$ cat src/hw/cocr_regs.svh
// Register layout, reset values and bus constants of the clock output control bank
// Functional notes
// - Byte1 bit6 three-states processor pairs in power down
// - Byte1 bits5:3 set processor pairs free running
// - Byte1 bits2:0 enable processor pairs, reset 1
// - Byte2 bits6:0 enable slot clocks; bit7 reads 0
// - Byte3 enables 48 MHz outputs and free slots
// - Byte3 bits5:3 let slot-stop stop free slots
// - Byte4 bits5:3 enable mid clocks; bits7:6 zero
// - Byte4 bits2:0 enable buffered mid clocks
// - Byte5 bits5:4 trim buffered mid delay
// - Byte5 edge rate fields; bits7:6 read 0
// - Bytes written ascending from byte 0, MSB first
// - Address D2h, command 00h, then byte count
`ifndef COCR_REGS_SVH
`define COCR_REGS_SVH

// ---------------------------------------------------------------
// Bus framing
// ---------------------------------------------------------------
`define COCR_SLAVE_ADDR     8'hd2
`define COCR_CMD_CODE       8'h00
`define COCR_COUNT_MIN      8'h01
`define COCR_COUNT_MAX      8'h20

// ---------------------------------------------------------------
// Byte indexes within a block write
// ---------------------------------------------------------------
`define COCR_IDX_CPU        6'h01
`define COCR_IDX_SLOT       6'h02
`define COCR_IDX_FREE       6'h03
`define COCR_IDX_MID        6'h04
`define COCR_IDX_TRIM       6'h05

// ---------------------------------------------------------------
// Reset values and writable masks
// ---------------------------------------------------------------
`define COCR_CPU_RST        8'h07
`define COCR_CPU_MASK       8'h7f
`define COCR_SLOT_RST       8'h7f
`define COCR_SLOT_MASK      8'h7f
`define COCR_FREE_RST       8'hc7
`define COCR_FREE_MASK      8'hff
`define COCR_MID_RST        8'h3f
`define COCR_MID_MASK       8'h3f
`define COCR_TRIM_RST       8'h00
`define COCR_TRIM_MASK      8'h3f

// ---------------------------------------------------------------
// Field positions
// ---------------------------------------------------------------
`define COCR_CPU_TRI_BIT    6
`define COCR_CPU_FREE_LSB   3
`define COCR_CPU_EN_LSB     0
`define COCR_DISP_EN_BIT    7
`define COCR_HOST_EN_BIT    6
`define COCR_FREE_STOP_LSB  3
`define COCR_FREE_EN_LSB    0
`define COCR_MID0_EN_BIT    5
`define COCR_MID1_EN_BIT    4
`define COCR_MID5_EN_BIT    3
`define COCR_BUF_EN_LSB     0
`define COCR_DELAY_LSB      4
`define COCR_DISP_RATE_LSB  2
`define COCR_HOST_RATE_LSB  0

`endif

$ cat src/hw/cocr_pkg.sv
// Types shared by the clock output control bank
package cocr_pkg;

  typedef enum logic [2:0] {
    ST_IDLE,
    ST_ADDR,
    ST_CMD,
    ST_COUNT,
    ST_DATA,
    ST_IGNORE
  } cocr_state_e;

  typedef struct packed {
    logic scl;
    logic sda;
  } cocr_smb_s;

  typedef struct packed {
    logic true_clk;
    logic true_oe;
    logic comp_clk;
    logic comp_oe;
  } cocr_pair_s;

endpackage : cocr_pkg

$ cat src/hw/cocr_top.sv
// Clock output control bank with its serial block-write slave
`timescale 1ns/1ps
`include "cocr_regs.svh"
module cocr_top (
  // Clock and reset
  input  wire logic                ref_clk,
  input  wire logic                resetn,
  // Serial bus, data pin open drain
  input  wire cocr_pkg::cocr_smb_s smb_in,
  output logic                     sda_out,
  output logic                     sda_oe,
  // Control pins
  input  wire logic                power_down_n,
  input  wire logic                cpu_stop_n,
  input  wire logic                slot_stop_n,
  input  wire logic                mid5_is_output,
  // Source clocks
  input  wire logic                cpu_src,
  input  wire logic                slot_src,
  input  wire logic                mid_src,
  input  wire logic                mid_in_src,
  input  wire logic                usb_src,
  // Processor pairs 2..0
  output cocr_pkg::cocr_pair_s     processor_pair_two,
  output cocr_pkg::cocr_pair_s     processor_pair_one,
  output cocr_pkg::cocr_pair_s     processor_pair_zero,
  // Single-ended clocks
  output logic [6:0]               slot_clock,
  output logic [2:0]               free_slot_clock,
  output logic                     mid_clock_0,
  output logic                     mid_or_video_clock_1,
  output logic                     mid_clock_5,
  output logic                     mid_clock_5_oe,
  output logic [2:0]               buffered_mid_clock,
  output logic                     display_48m_clock,
  output logic                     host_48m_clock,
  // Analog trims
  output logic [1:0]               buffered_delay_trim,
  output logic [1:0]               display_edge_rate,
  output logic [1:0]               host_edge_rate
);

  // ---------------------------------------------------------------
  // Bus sampling and conditions
  // ---------------------------------------------------------------
  logic scl_reg;
  logic sda_reg;

  always_ff @(posedge ref_clk) begin
    if (!resetn) begin
      scl_reg <= 1'b1;
      sda_reg <= 1'b1;
    end else begin
      scl_reg <= smb_in.scl;
      sda_reg <= smb_in.sda;
    end
  end

  logic scl_rise;
  logic scl_fall;
  logic start_cond;
  logic stop_cond;
  assign scl_rise   = smb_in.scl & ~scl_reg;
  assign scl_fall   = ~smb_in.scl & scl_reg;
  assign start_cond = smb_in.scl & scl_reg & sda_reg & ~smb_in.sda;
  assign stop_cond  = smb_in.scl & scl_reg & ~sda_reg & smb_in.sda;

  // ---------------------------------------------------------------
  // Block write receiver
  // ---------------------------------------------------------------
  cocr_pkg::cocr_state_e state_reg;
  logic [7:0]            shift_reg;
  logic [3:0]            bit_cnt_reg;
  logic                  ack_want_reg;
  logic                  ack_drive_reg;
  logic [5:0]            byte_idx_reg;
  logic [7:0]            remain_reg;
  logic                  byte_done;
  logic [7:0]            byte_now;

  // Byte completes on the eighth rising edge, MSB first
  assign byte_now  = {shift_reg[6:0], smb_in.sda};
  assign byte_done = scl_rise && !ack_drive_reg && bit_cnt_reg == 4'h7 &&
                     state_reg != cocr_pkg::ST_IDLE && state_reg != cocr_pkg::ST_IGNORE;

  always_ff @(posedge ref_clk) begin
    if (!resetn || start_cond || stop_cond) begin
      shift_reg   <= 8'h00;
      bit_cnt_reg <= 4'h0;
    end else if (scl_rise && !ack_drive_reg) begin
      shift_reg   <= byte_now;
      bit_cnt_reg <= (bit_cnt_reg == 4'h7) ? 4'h0 : bit_cnt_reg + 4'h1;
    end
  end

  always_ff @(posedge ref_clk) begin
    if (!resetn) begin
      state_reg <= cocr_pkg::ST_IDLE;
    end else if (start_cond) begin
      state_reg <= cocr_pkg::ST_ADDR;
    end else if (stop_cond) begin
      state_reg <= cocr_pkg::ST_IDLE;
    end else if (byte_done) begin
      unique case (state_reg)
        cocr_pkg::ST_ADDR: begin
          state_reg <= (byte_now == `COCR_SLAVE_ADDR) ? cocr_pkg::ST_CMD : cocr_pkg::ST_IGNORE;
        end
        cocr_pkg::ST_CMD: begin
          state_reg <= (byte_now == `COCR_CMD_CODE) ? cocr_pkg::ST_COUNT : cocr_pkg::ST_IGNORE;
        end
        cocr_pkg::ST_COUNT: begin
          state_reg <= (byte_now >= `COCR_COUNT_MIN && byte_now <= `COCR_COUNT_MAX) ?
                       cocr_pkg::ST_DATA : cocr_pkg::ST_IGNORE;
        end
        cocr_pkg::ST_DATA: begin
          state_reg <= (remain_reg == 8'h01) ? cocr_pkg::ST_IGNORE : cocr_pkg::ST_DATA;
        end
        default: begin
          state_reg <= cocr_pkg::ST_IGNORE;
        end
      endcase
    end
  end

  // Acknowledge every accepted byte for one bit time
  always_ff @(posedge ref_clk) begin
    if (!resetn || start_cond || stop_cond) begin
      ack_want_reg  <= 1'b0;
      ack_drive_reg <= 1'b0;
    end else begin
      if (byte_done) begin
        unique case (state_reg)
          cocr_pkg::ST_ADDR:  ack_want_reg <= (byte_now == `COCR_SLAVE_ADDR);
          cocr_pkg::ST_CMD:   ack_want_reg <= (byte_now == `COCR_CMD_CODE);
          cocr_pkg::ST_COUNT: ack_want_reg <= (byte_now >= `COCR_COUNT_MIN && byte_now <= `COCR_COUNT_MAX);
          default:            ack_want_reg <= 1'b1;
        endcase
      end else if (scl_fall && ack_want_reg) begin
        ack_want_reg  <= 1'b0;
        ack_drive_reg <= 1'b1;
      end else if (scl_fall && ack_drive_reg) begin
        ack_drive_reg <= 1'b0;
      end
    end
  end

  assign sda_out = 1'b0;
  assign sda_oe  = ack_drive_reg;

  // Data bytes land at ascending indexes from byte 0
  always_ff @(posedge ref_clk) begin
    if (!resetn || start_cond) begin
      byte_idx_reg <= 6'h00;
      remain_reg   <= 8'h00;
    end else if (byte_done && state_reg == cocr_pkg::ST_COUNT) begin
      remain_reg <= byte_now;
    end else if (byte_done && state_reg == cocr_pkg::ST_DATA) begin
      byte_idx_reg <= byte_idx_reg + 6'h01;
      remain_reg   <= remain_reg - 8'h01;
    end
  end

  // ---------------------------------------------------------------
  // Control registers
  // ---------------------------------------------------------------
  logic [7:0] cpu_pair_control_reg;
  logic [7:0] slot_clock_enables_reg;
  logic [7:0] usb_dot_free_slot_control_reg;
  logic [7:0] sixty_six_mhz_enables_reg;
  logic [7:0] delay_edge_rate_trim_reg;
  logic       wr_data;
  assign wr_data = byte_done && state_reg == cocr_pkg::ST_DATA;

  // Only writable bits take the byte, fixed bits hold their value
  always_ff @(posedge ref_clk) begin
    if (!resetn) begin
      cpu_pair_control_reg          <= `COCR_CPU_RST;
      slot_clock_enables_reg        <= `COCR_SLOT_RST;
      usb_dot_free_slot_control_reg <= `COCR_FREE_RST;
      sixty_six_mhz_enables_reg     <= `COCR_MID_RST;
      delay_edge_rate_trim_reg      <= `COCR_TRIM_RST;
    end else if (wr_data) begin
      unique case (byte_idx_reg)
        `COCR_IDX_CPU:  cpu_pair_control_reg          <= byte_now & `COCR_CPU_MASK;
        `COCR_IDX_SLOT: slot_clock_enables_reg        <= byte_now & `COCR_SLOT_MASK;
        `COCR_IDX_FREE: usb_dot_free_slot_control_reg <= byte_now & `COCR_FREE_MASK;
        `COCR_IDX_MID:  sixty_six_mhz_enables_reg     <= byte_now & `COCR_MID_MASK;
        `COCR_IDX_TRIM: delay_edge_rate_trim_reg      <= byte_now & `COCR_TRIM_MASK;
        default: begin
        end
      endcase
    end
  end

  // ---------------------------------------------------------------
  // Output run decisions
  // ---------------------------------------------------------------
  logic [2:0] cpu_en;
  logic [2:0] cpu_free;
  logic [2:0] cpu_run;
  logic [2:0] cpu_gated;
  logic       cpu_tri;
  logic [2:0] free_stop;
  logic [9:0] slot_run;
  logic [5:0] mid_run;
  logic [1:0] usb_run;

  assign cpu_en   = cpu_pair_control_reg[`COCR_CPU_EN_LSB +: 3];
  assign cpu_free = cpu_pair_control_reg[`COCR_CPU_FREE_LSB +: 3];
  assign cpu_tri  = cpu_pair_control_reg[`COCR_CPU_TRI_BIT];
  assign cpu_run  = cpu_en & {3{power_down_n}} & ({3{cpu_stop_n}} | cpu_free);

  assign free_stop = usb_dot_free_slot_control_reg[`COCR_FREE_STOP_LSB +: 3];
  assign slot_run  = {slot_clock_enables_reg[6:0] & {7{slot_stop_n}},
                      usb_dot_free_slot_control_reg[`COCR_FREE_EN_LSB +: 3] &
                      ({3{slot_stop_n}} | ~free_stop)} & {10{power_down_n}};
  assign mid_run   = {sixty_six_mhz_enables_reg[`COCR_MID0_EN_BIT],
                      sixty_six_mhz_enables_reg[`COCR_MID1_EN_BIT],
                      sixty_six_mhz_enables_reg[`COCR_MID5_EN_BIT] & mid5_is_output,
                      sixty_six_mhz_enables_reg[`COCR_BUF_EN_LSB +: 3]} & {6{power_down_n}};
  assign usb_run   = {usb_dot_free_slot_control_reg[`COCR_DISP_EN_BIT],
                      usb_dot_free_slot_control_reg[`COCR_HOST_EN_BIT]} & {2{power_down_n}};

  // ---------------------------------------------------------------
  // Gated clock outputs
  // ---------------------------------------------------------------
  logic [9:0] slot_gated;
  logic [5:0] mid_gated;
  logic [1:0] usb_gated;

  cocr_out_gate #(.W(3)) u_cpu_gate (
    .ref_clk (ref_clk),
    .resetn  (resetn),
    .src     ({3{cpu_src}}),
    .run     (cpu_run),
    .gated   (cpu_gated)
  );
  cocr_out_gate #(.W(10)) u_slot_gate (
    .ref_clk (ref_clk),
    .resetn  (resetn),
    .src     ({10{slot_src}}),
    .run     (slot_run),
    .gated   (slot_gated)
  );
  cocr_out_gate #(.W(6)) u_mid_gate (
    .ref_clk (ref_clk),
    .resetn  (resetn),
    .src     ({mid_src, mid_src, mid_src, {3{mid_in_src}}}),
    .run     (mid_run),
    .gated   (mid_gated)
  );
  cocr_out_gate #(.W(2)) u_usb_gate (
    .ref_clk (ref_clk),
    .resetn  (resetn),
    .src     ({2{usb_src}}),
    .run     (usb_run),
    .gated   (usb_gated)
  );

  assign slot_clock           = slot_gated[9:3];
  assign free_slot_clock      = slot_gated[2:0];
  assign mid_clock_0          = mid_gated[5];
  assign mid_or_video_clock_1 = mid_gated[4];
  assign mid_clock_5          = mid_gated[3];
  assign mid_clock_5_oe       = mid5_is_output;
  assign buffered_mid_clock   = mid_gated[2:0];
  assign display_48m_clock    = usb_gated[1];
  assign host_48m_clock       = usb_gated[0];

  assign buffered_delay_trim = delay_edge_rate_trim_reg[`COCR_DELAY_LSB +: 2];
  assign display_edge_rate   = delay_edge_rate_trim_reg[`COCR_DISP_RATE_LSB +: 2];
  assign host_edge_rate      = delay_edge_rate_trim_reg[`COCR_HOST_RATE_LSB +: 2];

  // ---------------------------------------------------------------
  // Processor pair drive
  // ---------------------------------------------------------------
  function automatic cocr_pkg::cocr_pair_s pair_drive(input logic en, input logic run, input logic gated);
    cocr_pkg::cocr_pair_s p;
    p.true_clk = gated;
    p.comp_clk = ~gated;
    p.true_oe  = en;
    p.comp_oe  = en & run;
    if (!power_down_n) begin
      p.true_clk = 1'b1;
      p.comp_clk = 1'b0;
      p.true_oe  = en & ~cpu_tri;
      p.comp_oe  = 1'b0;
    end else if (en && !run) begin
      p.true_clk = 1'b1;
    end
    return p;
  endfunction : pair_drive

  // Process form so that power down and three-state bits read inside the function re-evaluate
  always_comb begin
    processor_pair_two  = pair_drive(cpu_en[2], cpu_run[2], cpu_gated[2]);
    processor_pair_one  = pair_drive(cpu_en[1], cpu_run[1], cpu_gated[1]);
    processor_pair_zero = pair_drive(cpu_en[0], cpu_run[0], cpu_gated[0]);
  end

endmodule : cocr_top

$ cat src/hw/cocr_out_gate.sv
// Glitch-free stop-low gate for a group of single-ended clocks
`timescale 1ns/1ps
module cocr_out_gate #(
  parameter int W = 1
) (
  // Clock and reset
  input  wire logic         ref_clk,
  input  wire logic         resetn,
  // Source clocks and run requests
  input  wire logic [W-1:0] src,
  input  wire logic [W-1:0] run,
  // Gated outputs
  output logic      [W-1:0] gated
);

  logic [W-1:0] run_reg;
  logic [W-1:0] gated_reg;

  // Run state only changes while the source is low
  always_ff @(posedge ref_clk) begin
    if (!resetn) begin
      run_reg <= '0;
    end else begin
      run_reg <= (run_reg & src) | (run & ~src);
    end
  end

  always_ff @(posedge ref_clk) begin
    if (!resetn) begin
      gated_reg <= '0;
    end else begin
      gated_reg <= src & run_reg;
    end
  end

  assign gated = gated_reg;

endmodule : cocr_out_gate

$ cat config.mk
export PLATFORM = sky130hd
export DESIGN_NAME = cocr_top
export DESIGN_NICKNAME = d
export VERILOG_FILES = /design/src/hw/cocr_pkg.sv /design/src/hw/cocr_top.sv /design/src/hw/cocr_out_gate.sv
export VERILOG_INCLUDE_DIRS = /design/src /design/src/hw
export SDC_FILE = /design/constraint.sdc
export NUM_CORES = 1
export LEC_CHECK = 0
export ABC_CLOCK_PERIOD_IN_PS = 1900
export BUFFER_PORTS_ARGS = -buffer_cell sky130_fd_sc_hd__buf_2
export CAP_MARGIN = 30
export CORE_UTILIZATION = 53
export DETAILED_ROUTE_END_ITERATION = 16
export GPL_ROUTABILITY_DRIVEN = 0
export GPL_TIMING_DRIVEN = 0
export PLACE_DENSITY = 0.76
export SYNTH_ARGS = -nofsm -noshare
export SYNTH_HDL_FRONTEND = slang
export SYNTH_HIERARCHICAL = 1
export SYNTH_SLANG_ARGS = --single-unit
export TNS_END_PERCENT = 10
$ cat constraint.sdc
create_clock -name ref_clk -period 1.9 [get_ports ref_clk]
set_input_delay 0.475 -clock ref_clk [delete_from_list [all_inputs] [get_ports ref_clk]]
set_output_delay 0.475 -clock ref_clk [all_outputs]
set_load 0.05 [all_outputs]
==> results of run 1 <==
==> what timing repair did <==
action                     in CTS  in global routing
pin swaps                       3                  5
setup endpoints to repair      53                 44
buffers inserted                3                  4
resized for setup              11                 17
==> metal layers <==
layer	part of all wire [%]	wire length, um	vias up	global-route usage [%]
met3	5.6	598	32	6.29
met5	0	0	-	0
met1	42	4500	1862	25.8
met2	49	5220	127	40.6
li1	-	-	1962	-
met4	2.8	300	0	10.7
==> metrics by stage <==
stage / TNS [ns] / instance area, um^2
after floorplan: -0.761 / 4770
after global placement: -19.84 / 5150
after detailed placement: -22.99 / 5150
after CTS: -0.0823 / 5410
after global routing: -0.0699 / 5460
final: 0 / 5460
==> cell type report <==
| cell class | count | area (um^2) |
|---|---|---|
| timing repair buffer | 56 | 303 |
| fill | 734 | 3260 |
| clock inverter | 6 | 72.6 |
| inverter | 16 | 60.1 |
| sequential | 108 | 2170 |
| buffer | 27 | 148 |
| clock buffer | 9 | 124 |
| tap | 108 | 135 |
| multi-input combinational | 368 | 2450 |
==> power by group through the flow <==
stage	combinational (mW)	clock [mW]	sequential (mW)
6_report	0.329	1.39	2.32
5_1_grt	0.360	1.51	2.32
4_1_cts	0.327	1.43	2.32
3_5_place_dp	0.323	0	2.37
3_3_place_gp	0.316	0	2.37
2_1_floorplan	0.207	0	2.39
==> cells by family after synthesis <==
logic type,Yosys count
compound gates,85
mux,44
simple gates,226
xor+xnor,5
buf+inv,46
flops,108
other cells,1
fa+ha+maj,7
==> worst min path at each step <==
| stage | slack, ns | to | from | cells past startpoint |
|---|---|---|---|---|
| after global routing | 0.38 | scl_reg | smb_in[1] | 2 |
| after global placement | 0.45 | delay_edge_rate_trim_reg[0] | delay_edge_rate_trim_reg[0] | 2 |
| after detailed placement | 0.46 | cpu_pair_control_reg[5] | cpu_pair_control_reg[5] | 2 |
| final | 0.37 | scl_reg | smb_in[1] | 2 |
| after CTS | 0.35 | scl_reg | smb_in[1] | 2 |
| after floorplan | 0.44 | usb_dot_free_slot_control_reg[3] | usb_dot_free_slot_control_reg[3] | 2 |
==> placed cells by master, fill, tap and decap left out, drive strengths merged, types with 3 or more instances in the layout <==
master and count:
nor4 7, or3 6, nand3 10, dfxtp 108, a22oi 4, nor3 10, buf 68, nor2b 28
nand4 8, nor2 37, and3 31, nand4b 3, a31oi 4, xnor2 4, nand2 56, mux2i 44
ha 7, and4 3, o21ai 24, a21oi 24, inv 18, clkinvlp 3, nand2b 4, and2 10
o211ai 11, clkbuf 24
==> cell usage after synthesis (all sizes together) (6+ instances only) <==
cell type / n / area (um^2)
a21oi: 24 / 120
and2: 10 / 62.6
and3: 31 / 200
buf: 13 / 87.6
clkbuf: 17 / 63.8
dfxtp: 108 / 2160
ha: 7 / 87.6
inv: 16 / 60.1
mux2i: 44 / 440
nand2: 56 / 210
nand3: 10 / 92.6
nand4: 8 / 50.1
nor2: 37 / 141
nor2b: 28 / 175
nor3: 10 / 61.3
nor4: 7 / 58.8
o211ai: 11 / 82.6
o21ai: 24 / 120
or3: 6 / 37.5
==> metrics.md, run 1 <==
| Metric | Value |
|---|---|
| Max VDD drop | 0.461 mV |
| Final worst path period share | 96.2% |
| Worst setup path endpoint | processor_pair_two[0] |
| Die Ht | 96.8 um |
| Period minus WS final | 1.83 ns |
| CP max stage delay | 0.25 ns |
| Slew Limit Fails | 0 |
| Reg-to-Reg Start | shift_reg[0] |
| Reg power frac | 57.4% |
| Clk Tree Root Cell | clkbuf_8 |
| Grt total ovfl | 0 |
| H-Tree Depth | 3 |
| Layout cells sized above 1 | 20.2% |
| Area Growth Syn to Fin | 14.6% |
| Place WS | -0.660 ns |
| Hold Crit Class | primary input to flop |
| IO Port Bufs | 49 |
| Worst-path fanout max | 10 |
| Crit path from | power_down_n |
| FF-to-FF setup slack | 0.08 ns |
| Worst path slowest cell | clkbuf_4 |
| Netlist cell types | 58 |
| Clock Latency Late Sink | 0.37 ns |
| Worst r2r path cells | 4 |
| Util after Layout | 62.7% |
| Finish-stage setup viols | 0 |
| Post-synthesis sequential area ratio | 45.4% |
| Post-route ant nets | 0 |
| Comb pwr share | 8.2% |
| Routed WL | 10600 um |
| Outcome | finished clean |
| Setup CP Type | primary input to output pin |
| RR Endpoint | ack_want_reg |
| Clock slew at reported path FFs | 0.10 ns |
| P_int | 3.02 mW |
| Clock Sinks | 108 |
| Clk buf depth | 2 |
| Vias per cell | 5.71 |
| Core area | 8720 um^2 |
| Hold Vio Cnt, Final | 0 |
| DRC | 0 |
| Vias | 3983 |
| Initial drt markers | 153 |
| Tot GR Track Use | 23.1% |
| Antenna diode instance count | 0 |
| Clk_skew | 0.00601 ns |
| # IOs | 52 |
| Achievable Freq | 0.547 GHz |
| Final WS setup | 0.0716 ns |
| Worst Hold Margin | 0.367 ns |
| Pleak | 2.32 nW |
| PD cells | 739 nW/um^2 |
| CP Data Required Time | 1.42 ns |
| CTS tree | done |
| Vias in the first global route | 3887 |
| XOR/XNOR share of the synthesized area | 0.919% |
| Total CTS buffers | 9 |
| Nets@finish | 606 |
| Crit path max-delay family | buffers and inverters |
| Synth Flop Type | dfxtp_1 |
| Pin count of the biggest net entering global routing | 21 |
| Pwr Total | 4.04 mW |
| Routed len/inst | 15.2 um |
| Die Wd | 96.8 um |
| WP buf/inv | 3 |
| Sw frac | 25.1% |
| Synth Area in Adders | 1.84% |
| CTS Hold Bufs | 0 |
| Max cap viols | 0 |
| Initial Util | 54.6% |
| RSZ-0062 raised after global routing | true |
| #FFs+latches synth | 108 |
| Psw | 1.01 mW |
| Post-Syn Nets | 542 |
| Die area | 9380 um^2 |
| Mapped Area | 4770 um^2 |
| Initial antenna violation count | 0 |
| Critical Path Start Type | primary input |
| Yosys warning total | 6 |
| Clock Power Share | 34.4% |
| CP arrival | 1.35 ns |
| Mapped Cells | 522 |
| Synth Area per Inst | 9.13 um^2 |
| Levels on crit path | 5 |
| Initial DRT Pass Iterations | 4 |
| CP Cell Sequence | buf_2, clkbuf_2, nand2_1, nor2_1, clkbuf_4 |
| Crit. End Element | output pin |
| Post-Synth Simple-Gate Area | 26.7% |
| Row cnt | 34 |
| First-pass GRT wire length | 17700 um |
| Compound-cell area share of the yosys netlist | 11.4% |
| Placed wire-length estimate | 7510 um |
| Number of flops mapped to enable cells by yosys | 0 |
| Largest family of logic cells by synthesized area | simple AND/OR/NAND/NOR gates |
| Non-filler cells, final | 698 |
| Multiplexer area fraction after synthesis | 9.24% |
| Worst-Margin Slew | 0.651 ns |
| Relative slew slack | 56.6% |
| Placed Cells | 679 |
| Asr flop ratio synth | 0% |
Note: power is estimated with default switching activity, not from simulation.
==> inputs of run 2 (changes only) <==
Settings changed: BUFFER_PORTS_ARGS -buffer_cell sky130_fd_sc_hd__buf_2 to not set, CORE_UTILIZATION 53 to 55, DONT_BUFFER_PORTS set to 1, PLACE_DENSITY 0.76 to 0.73.
==> run 2 against run 1 <==
  * Hold slack worse by 0.17 ns
  * Count of clock-buffer cells in the layout stayed put
  * Register-to-register slack about the same
  * Global-route usage grew 1.0 points
  * Fmax down 0.82%
  * Sequential power about the same
==> metrics.md, run 2 (synthesis gave the netlist of run 1 again) <==
| Metric | Value |
|---|---|
| Worst-Margin Slew | 0.719 ns (was 0.651 ns) |
| CTS Hold Bufs | 0 (unchanged) |
| # IOs | 52 (unchanged) |
| Non-filler cells, final | 648 (was 698) |
| Layout cells sized above 1 | 14.7% (was 20.2%) |
| Placed Cells | 627 (was 679) |
| Finish-stage setup viols | 0 (unchanged) |
| Outcome | finished clean (unchanged) |
| Worst Hold Margin | 0.193 ns (was 0.367 ns) |
| Placed wire-length estimate | 7510 um (about the same) |
| IO Port Bufs | 0 (was 49) |
| Die area | 9040 um^2 (was 9380 um^2) |
| Vias in the first global route | 3568 (was 3887) |
| Final worst path period share | 97.0% (was 96.2%) |
| Post-route ant nets | 0 (unchanged) |
| Hold Path Depth | 1 (was 2) |
| CP Data Required Time | 1.42 ns (about the same) |
| CP arrival | 1.37 ns (was 1.35 ns) |
| Crit. End Element | output pin (unchanged) |
| Achievable Freq | 0.542 GHz (was 0.547 GHz) |
| Vias per cell | 5.93 (was 5.71) |
| H-Tree Depth | 3 (unchanged) |
| Nets@finish | 559 (was 606) |
| Hold Crit Class | primary input to flop (unchanged) |
| Period minus WS final | 1.84 ns (was 1.83 ns) |
| Design area | 5290 um^2 (was 5460 um^2) |
| Worst-path fanout max | 3 (was 10) |
| Critical Path Start Type | flop (was primary input) |
| CTS tree | done (unchanged) |
| RR Endpoint | remain_reg[7] (was ack_want_reg) |
| Setup CP Type | flop to output pin (was primary input to output pin) |
| DRC | 0 (unchanged) |
| Die Ht | 95.1 um (was 96.8 um) |
| Total CTS buffers | 9 (unchanged) |
| Row cnt | 33 (was 34) |
| Core area | 8300 um^2 (was 8720 um^2) |
| Most frequent cells in the layout | 104 x dfxtp_1, 53 x nand2_1, 44 x mux2i_1, 33 x nor2_1, 26 x and3_1 (was 104 x dfxtp_1, 56 x nand2_1, 55 x buf_2, 44 x mux2i_1, 35 x nor2_1) |
| Reg-to-Reg Start | remain_reg[3] (was shift_reg[0]) |
| FF-to-FF setup slack | 0.09 ns (was 0.08 ns) |
| Area Growth Syn to Fin | 10.9% (was 14.6%) |
| Placement Cell Area | 4900 um^2 (was 5150 um^2) |
| Initial Util | 57.4% (was 54.6%) |
| Hold Vio Cnt, Final | 0 (unchanged) |
| Antenna diode instance count | 0 (unchanged) |
| Routed len/inst | 16.3 um (was 15.2 um) |
| Hold_sp | smb_in[1] (unchanged) |
| Initial drt markers | 205 (was 153) |
| Tot GR Track Use | 24.1% (was 23.1%) |
| Clock Sinks | 108 (unchanged) |
| First-pass GRT wire length | 16700 um (was 17700 um) |
| Clk buf depth | 2 (unchanged) |
| RSZ-0062 raised after global routing | true (unchanged) |
| Leading cell type in the layout, fill and taps excluded | dfxtp_1 (unchanged) |
| PD cells | 731 nW/um^2 (was 739 nW/um^2) |
| Initial antenna violation count | 0 (unchanged) |
| Util after Layout | 63.7% (was 62.7%) |
| Clock slew at reported path FFs | 0.10 ns (about the same) |
| Routed WL | 10500 um (was 10600 um) |
| Clk Tree Root Cell | clkbuf_8 (unchanged) |
| Slew Limit Fails | 0 (unchanged) |
| Worst r2r path cells | 4 (unchanged) |
| Final WS setup | 0.0564 ns (was 0.0716 ns) |
| Place WS | -0.564 ns (was -0.660 ns) |
| Initial DRT Pass Iterations | 5 (was 4) |
| Clock Latency Late Sink | 0.38 ns (was 0.37 ns) |
| Hold Path Sink | scl_reg (unchanged) |
| Pin count of the biggest net entering global routing | 21 (unchanged) |
| Max cap viols | 0 (unchanged) |
| Die Wd | 95.1 um (was 96.8 um) |
| Clk_skew | 0.00885 ns (was 0.00601 ns) |
| Relative slew slack | 52.1% (was 56.6%) |
| Pleak | 2.13 nW (was 2.32 nW) |
| Max VDD drop | 0.459 mV (was 0.461 mV) |
| Grt total ovfl | 0 (unchanged) |
| Vias | 3841 (was 3983) |
==> run 2: cell types whose count changed in the layout (fill, tap and decap cells not counted), sizes merged <==
cell	before	now
buf	68	24
clkbuf	24	21
clkinv	0	2
bufinv	1	0
clkinvlp	3	2
==> run 2: repair_timing <==
| action | in CTS | in global routing |
|---|---|---|
| setup endpoints to repair | 69 | 41 |
| endpoints found under the hold margin | 0 | 0 |
| resized for setup | 29 | 15 |
| buffers inserted | 2 | 7 |
| pin swaps | 4 | 7 |
==> run 2: where the power goes <==
part | switching, mW | internal, mW | total (mW)
combinational | 0.165 | 0.0981 | 0.263
clock | 0.774 | 0.483 | 1.26
sequential | 0.0470 | 2.30 | 2.34
total | 0.986 | 2.88 | 3.86
==> run 2: final cells by class <==
class	instances	area, um^2
Inverter	16	60.1
Sequential cell	108	2170
Clock inverter	6	48.8
Timing Repair Buffer	9	80.1
Fill cell	699	3010
Buffer	27	146
Multi-Input combinational cell	368	2520
Tap cell	105	131
Clock buffer	9	124
==> run 2: worst max path at each step <==
stage / start / to / depth (start not counted)
floorplan: power_down_n / processor_pair_two[3] / 2
detailed placement: sda_oe / usb_dot_free_slot_control_reg[7] / 5
CTS: shift_reg[1] / ack_want_reg / 5
global placement: sda_oe / slot_clock_enables_reg[5] / 5
finish: cpu_pair_control_reg[4] / processor_pair_one[3] / 3
global route: shift_reg[0] / ack_want_reg / 4
==> run 2: critical path, stage by stage, from the launching register on <==
cell and delay (ns):
dfxtp_1 0.34, nor2_1 0.29, nand2_1 0.12, nand2_2 0.24
==> run 2: stage by stage <==
| step | total power [mW] | TNS [ns] |
|---|---|---|
| 2_1_floorplan | 2.60 | -0.761 |
| 3_3_place_gp | 2.63 | -19.93 |
| 3_5_place_dp | 2.64 | -21.61 |
| 4_1_cts | 3.89 | -0.106 |
| 5_1_grt | 4.02 | -0.0347 |
| 6_report | 3.86 | 0 |
==> run 2: layer usage <==
metal	track usage (%)	wire length, um	share of wire (%)
met5	0	0	0
met3	6.54	545	5.2
met2	41.4	5260	50
met4	10.2	189	1.8
met1	28.1	4540	43
==> inputs of run 3 (changes only) <==
Settings changed: PLACE_DENSITY 0.73 to 0.77.
==> run 3 against run 2 <==
  * Die area did not move
  * Non-clock buffer count fell by 3
  * Critical path type is now flop to flop
  * Combinational power barely moved
  * Routed wire length fell by 0.54%
  * Global-route usage rose by 0.26 points
  * Worst setup slack improved by 0.016 ns
  * Largest cell class unchanged
  * Flip-flop and latch count did not move
  * Power barely moved
  * Clock power barely moved
==> metrics.md, run 3 (synthesis gave the netlist of run 1 again) <==
| Metric | Value |
|---|---|
| Finish-stage setup viols | 0 (unchanged) |
| Most frequent cells in the layout | 103 x dfxtp_1, 53 x nand2_1, 44 x mux2i_1, 32 x nor2_1, 26 x and3_1 (was 104 x dfxtp_1, 53 x nand2_1, 44 x mux2i_1, 33 x nor2_1, 26 x and3_1) |
| Total CTS buffers | 9 (unchanged) |
| Clk buf depth | 2 (unchanged) |
| Clock Latency Late Sink | 0.37 ns (was 0.38 ns) |
| Crit. End Element | flop (was output pin) |
| Pwr Total | 3.86 mW (about the same) |
| Final worst path period share | 96.2% (was 97.0%) |
| Vias per cell | 5.95 (was 5.93) |
| Clk Tree Root Cell | clkbuf_8 (unchanged) |
| Setup CP Type | flop to flop (was flop to output pin) |
| RSZ-0062 raised after global routing | true (unchanged) |
| Die Ht | 95.1 um (unchanged) |
| Pin count of the biggest net entering global routing | 21 (unchanged) |
| Vias | 3839 (was 3841) |
| # IOs | 52 (unchanged) |
| PD cells | 736 nW/um^2 (was 731 nW/um^2) |
| Max cap viols | 0 (unchanged) |
| Setup_tns | 0 ns (unchanged) |
| IO Port Bufs | 0 (unchanged) |
| Routed len/inst | 16.2 um (was 16.3 um) |
| Core area | 8300 um^2 (unchanged) |
| Max VDD drop | 0.379 mV (was 0.459 mV) |
| Worst-path fanout max | 10 (was 3) |
| Layout cells sized above 1 | 14.6% (was 14.7%) |
| CP arrival | 2.11 ns (was 1.37 ns) |
| CTS tree | done (unchanged) |
| Initial antenna violation count | 0 (unchanged) |
| Pleak | 2.11 nW (was 2.13 nW) |
| Post-route ant nets | 0 (unchanged) |
| Die Wd | 95.1 um (unchanged) |
| Hold Vio Cnt, Final | 0 (unchanged) |
| Worst-Margin Slew | 0.621 ns (was 0.719 ns) |
| Worst Hold Margin | 0.200 ns (was 0.193 ns) |
| Routed WL | 10500 um (about the same) |
| CP Data Required Time | 2.18 ns (was 1.42 ns) |
| Vias in the first global route | 3599 (was 3568) |
| First-pass GRT wire length | 17000 um (was 16700 um) |
| Achievable Freq | 0.547 GHz (was 0.542 GHz) |
| Die area | 9040 um^2 (unchanged) |
| Clock Sinks | 108 (unchanged) |
| Relative slew slack | 58.6% (was 52.1%) |
| Clk_skew | 0.0134 ns (was 0.00885 ns) |
| Row cnt | 33 (unchanged) |
| Critical Path Start Type | flop (unchanged) |
| CTS Hold Bufs | 0 (unchanged) |
| Initial drt markers | 235 (was 205) |
| Placed wire-length estimate | 7300 um (was 7510 um) |
| Nets@finish | 556 (was 559) |
| Antenna diode instance count | 0 (unchanged) |
| Leading cell type in the layout, fill and taps excluded | dfxtp_1 (unchanged) |
| Slew Limit Fails | 0 (unchanged) |
| Period minus WS final | 1.83 ns (was 1.84 ns) |
| Area Growth Syn to Fin | 10.2% (was 10.9%) |
| Outcome | finished clean (unchanged) |
| Grt total ovfl | 0 (unchanged) |
| Hold Crit Class | primary input to flop (unchanged) |
| Initial DRT Pass Iterations | 5 (unchanged) |
| H-Tree Depth | 3 (unchanged) |
| Initial Util | 57.4% (unchanged) |
| Clock slew at reported path FFs | 0.10 ns (about the same) |
| Tot GR Track Use | 24.4% (was 24.1%) |
| DRC | 0 (unchanged) |
## run 3: repair_timing
item	in CTS	in global routing
gates cloned	0	0
pin swaps	4	6
resized for setup	25	19
setup endpoints to repair	69	27
buffers inserted	3	3
## run 3: layer usage
layer / vias up / part of all wire, % / global-route usage, % / wire, um
li1: 1858 / - / - / -
met1: 1837 / 42 / 28.7 / 4400
met2: 114 / 51 / 41.1 / 5310
met3: 30 / 4.4 / 6.22 / 464
met4: 0 / 2.8 / 11.6 / 291
met5: - / 0 / 0 / 0
## run 3: cell type report
cell class	instances	area, um^2
Fill cell	678	3050
Sequential cell	108	2170
Clock buffer	9	124
Timing Repair Buffer	6	57.6
Clock inverter	6	47.5
Multi-Input combinational cell	368	2510
Inverter	16	60.1
Buffer	27	149
Tap cell	105	131
## run 3: through the flow
step | utilization, % | instance area [um^2] | instances | setup slack, ns
2_1_floorplan | - | 4770 | 522 | -0.346
3_3_place_gp | 59.0 | 4900 | 627 | -0.510
6_report | 63.3 | 5250 | 645 | 0.0729
4_1_cts | 62.5 | 5180 | 645 | -0.0381
3_5_place_dp | 59.0 | 4900 | 627 | -0.600
5_1_grt | 63.3 | 5250 | 645 | -0.0144
## run 3: worst max-delay path, cell delays in order (launching register included)
cell and delay (ns):
dfxtp_1 0.35, buf_6 0.15, or3b_4 0.38, buf_6 0.16, o41ai_2 0.31, a21oi_1 0.12, a2111oi_2 0.27
## run 3: worst paths after layout
| check | to | start | slack, ns | depth (start not counted) |
|---|---|---|---|---|
| worst min register to register | u_mid_gate/gated[2] | flop | 0.48 | 1 |
| worst min-delay path | scl_reg | smb_in[1] | 0.20 | 1 |
| worst max-delay path | remain_reg[7] | state_reg[0] | 0.07 | 6 |
| worst max register to register | remain_reg[7] | state_reg[0] | 0.07 | 6 |
## run 3: power breakdown
| group | leakage (nW) | switching (mW) | internal (mW) |
|---|---|---|---|
| registers | 0.878 | 0.0471 | 2.30 |
| logic | 1.15 | 0.167 | 0.0970 |
| clock network | 0.0861 | 0.774 | 0.481 |
| total | 2.11 | 0.988 | 2.88 |
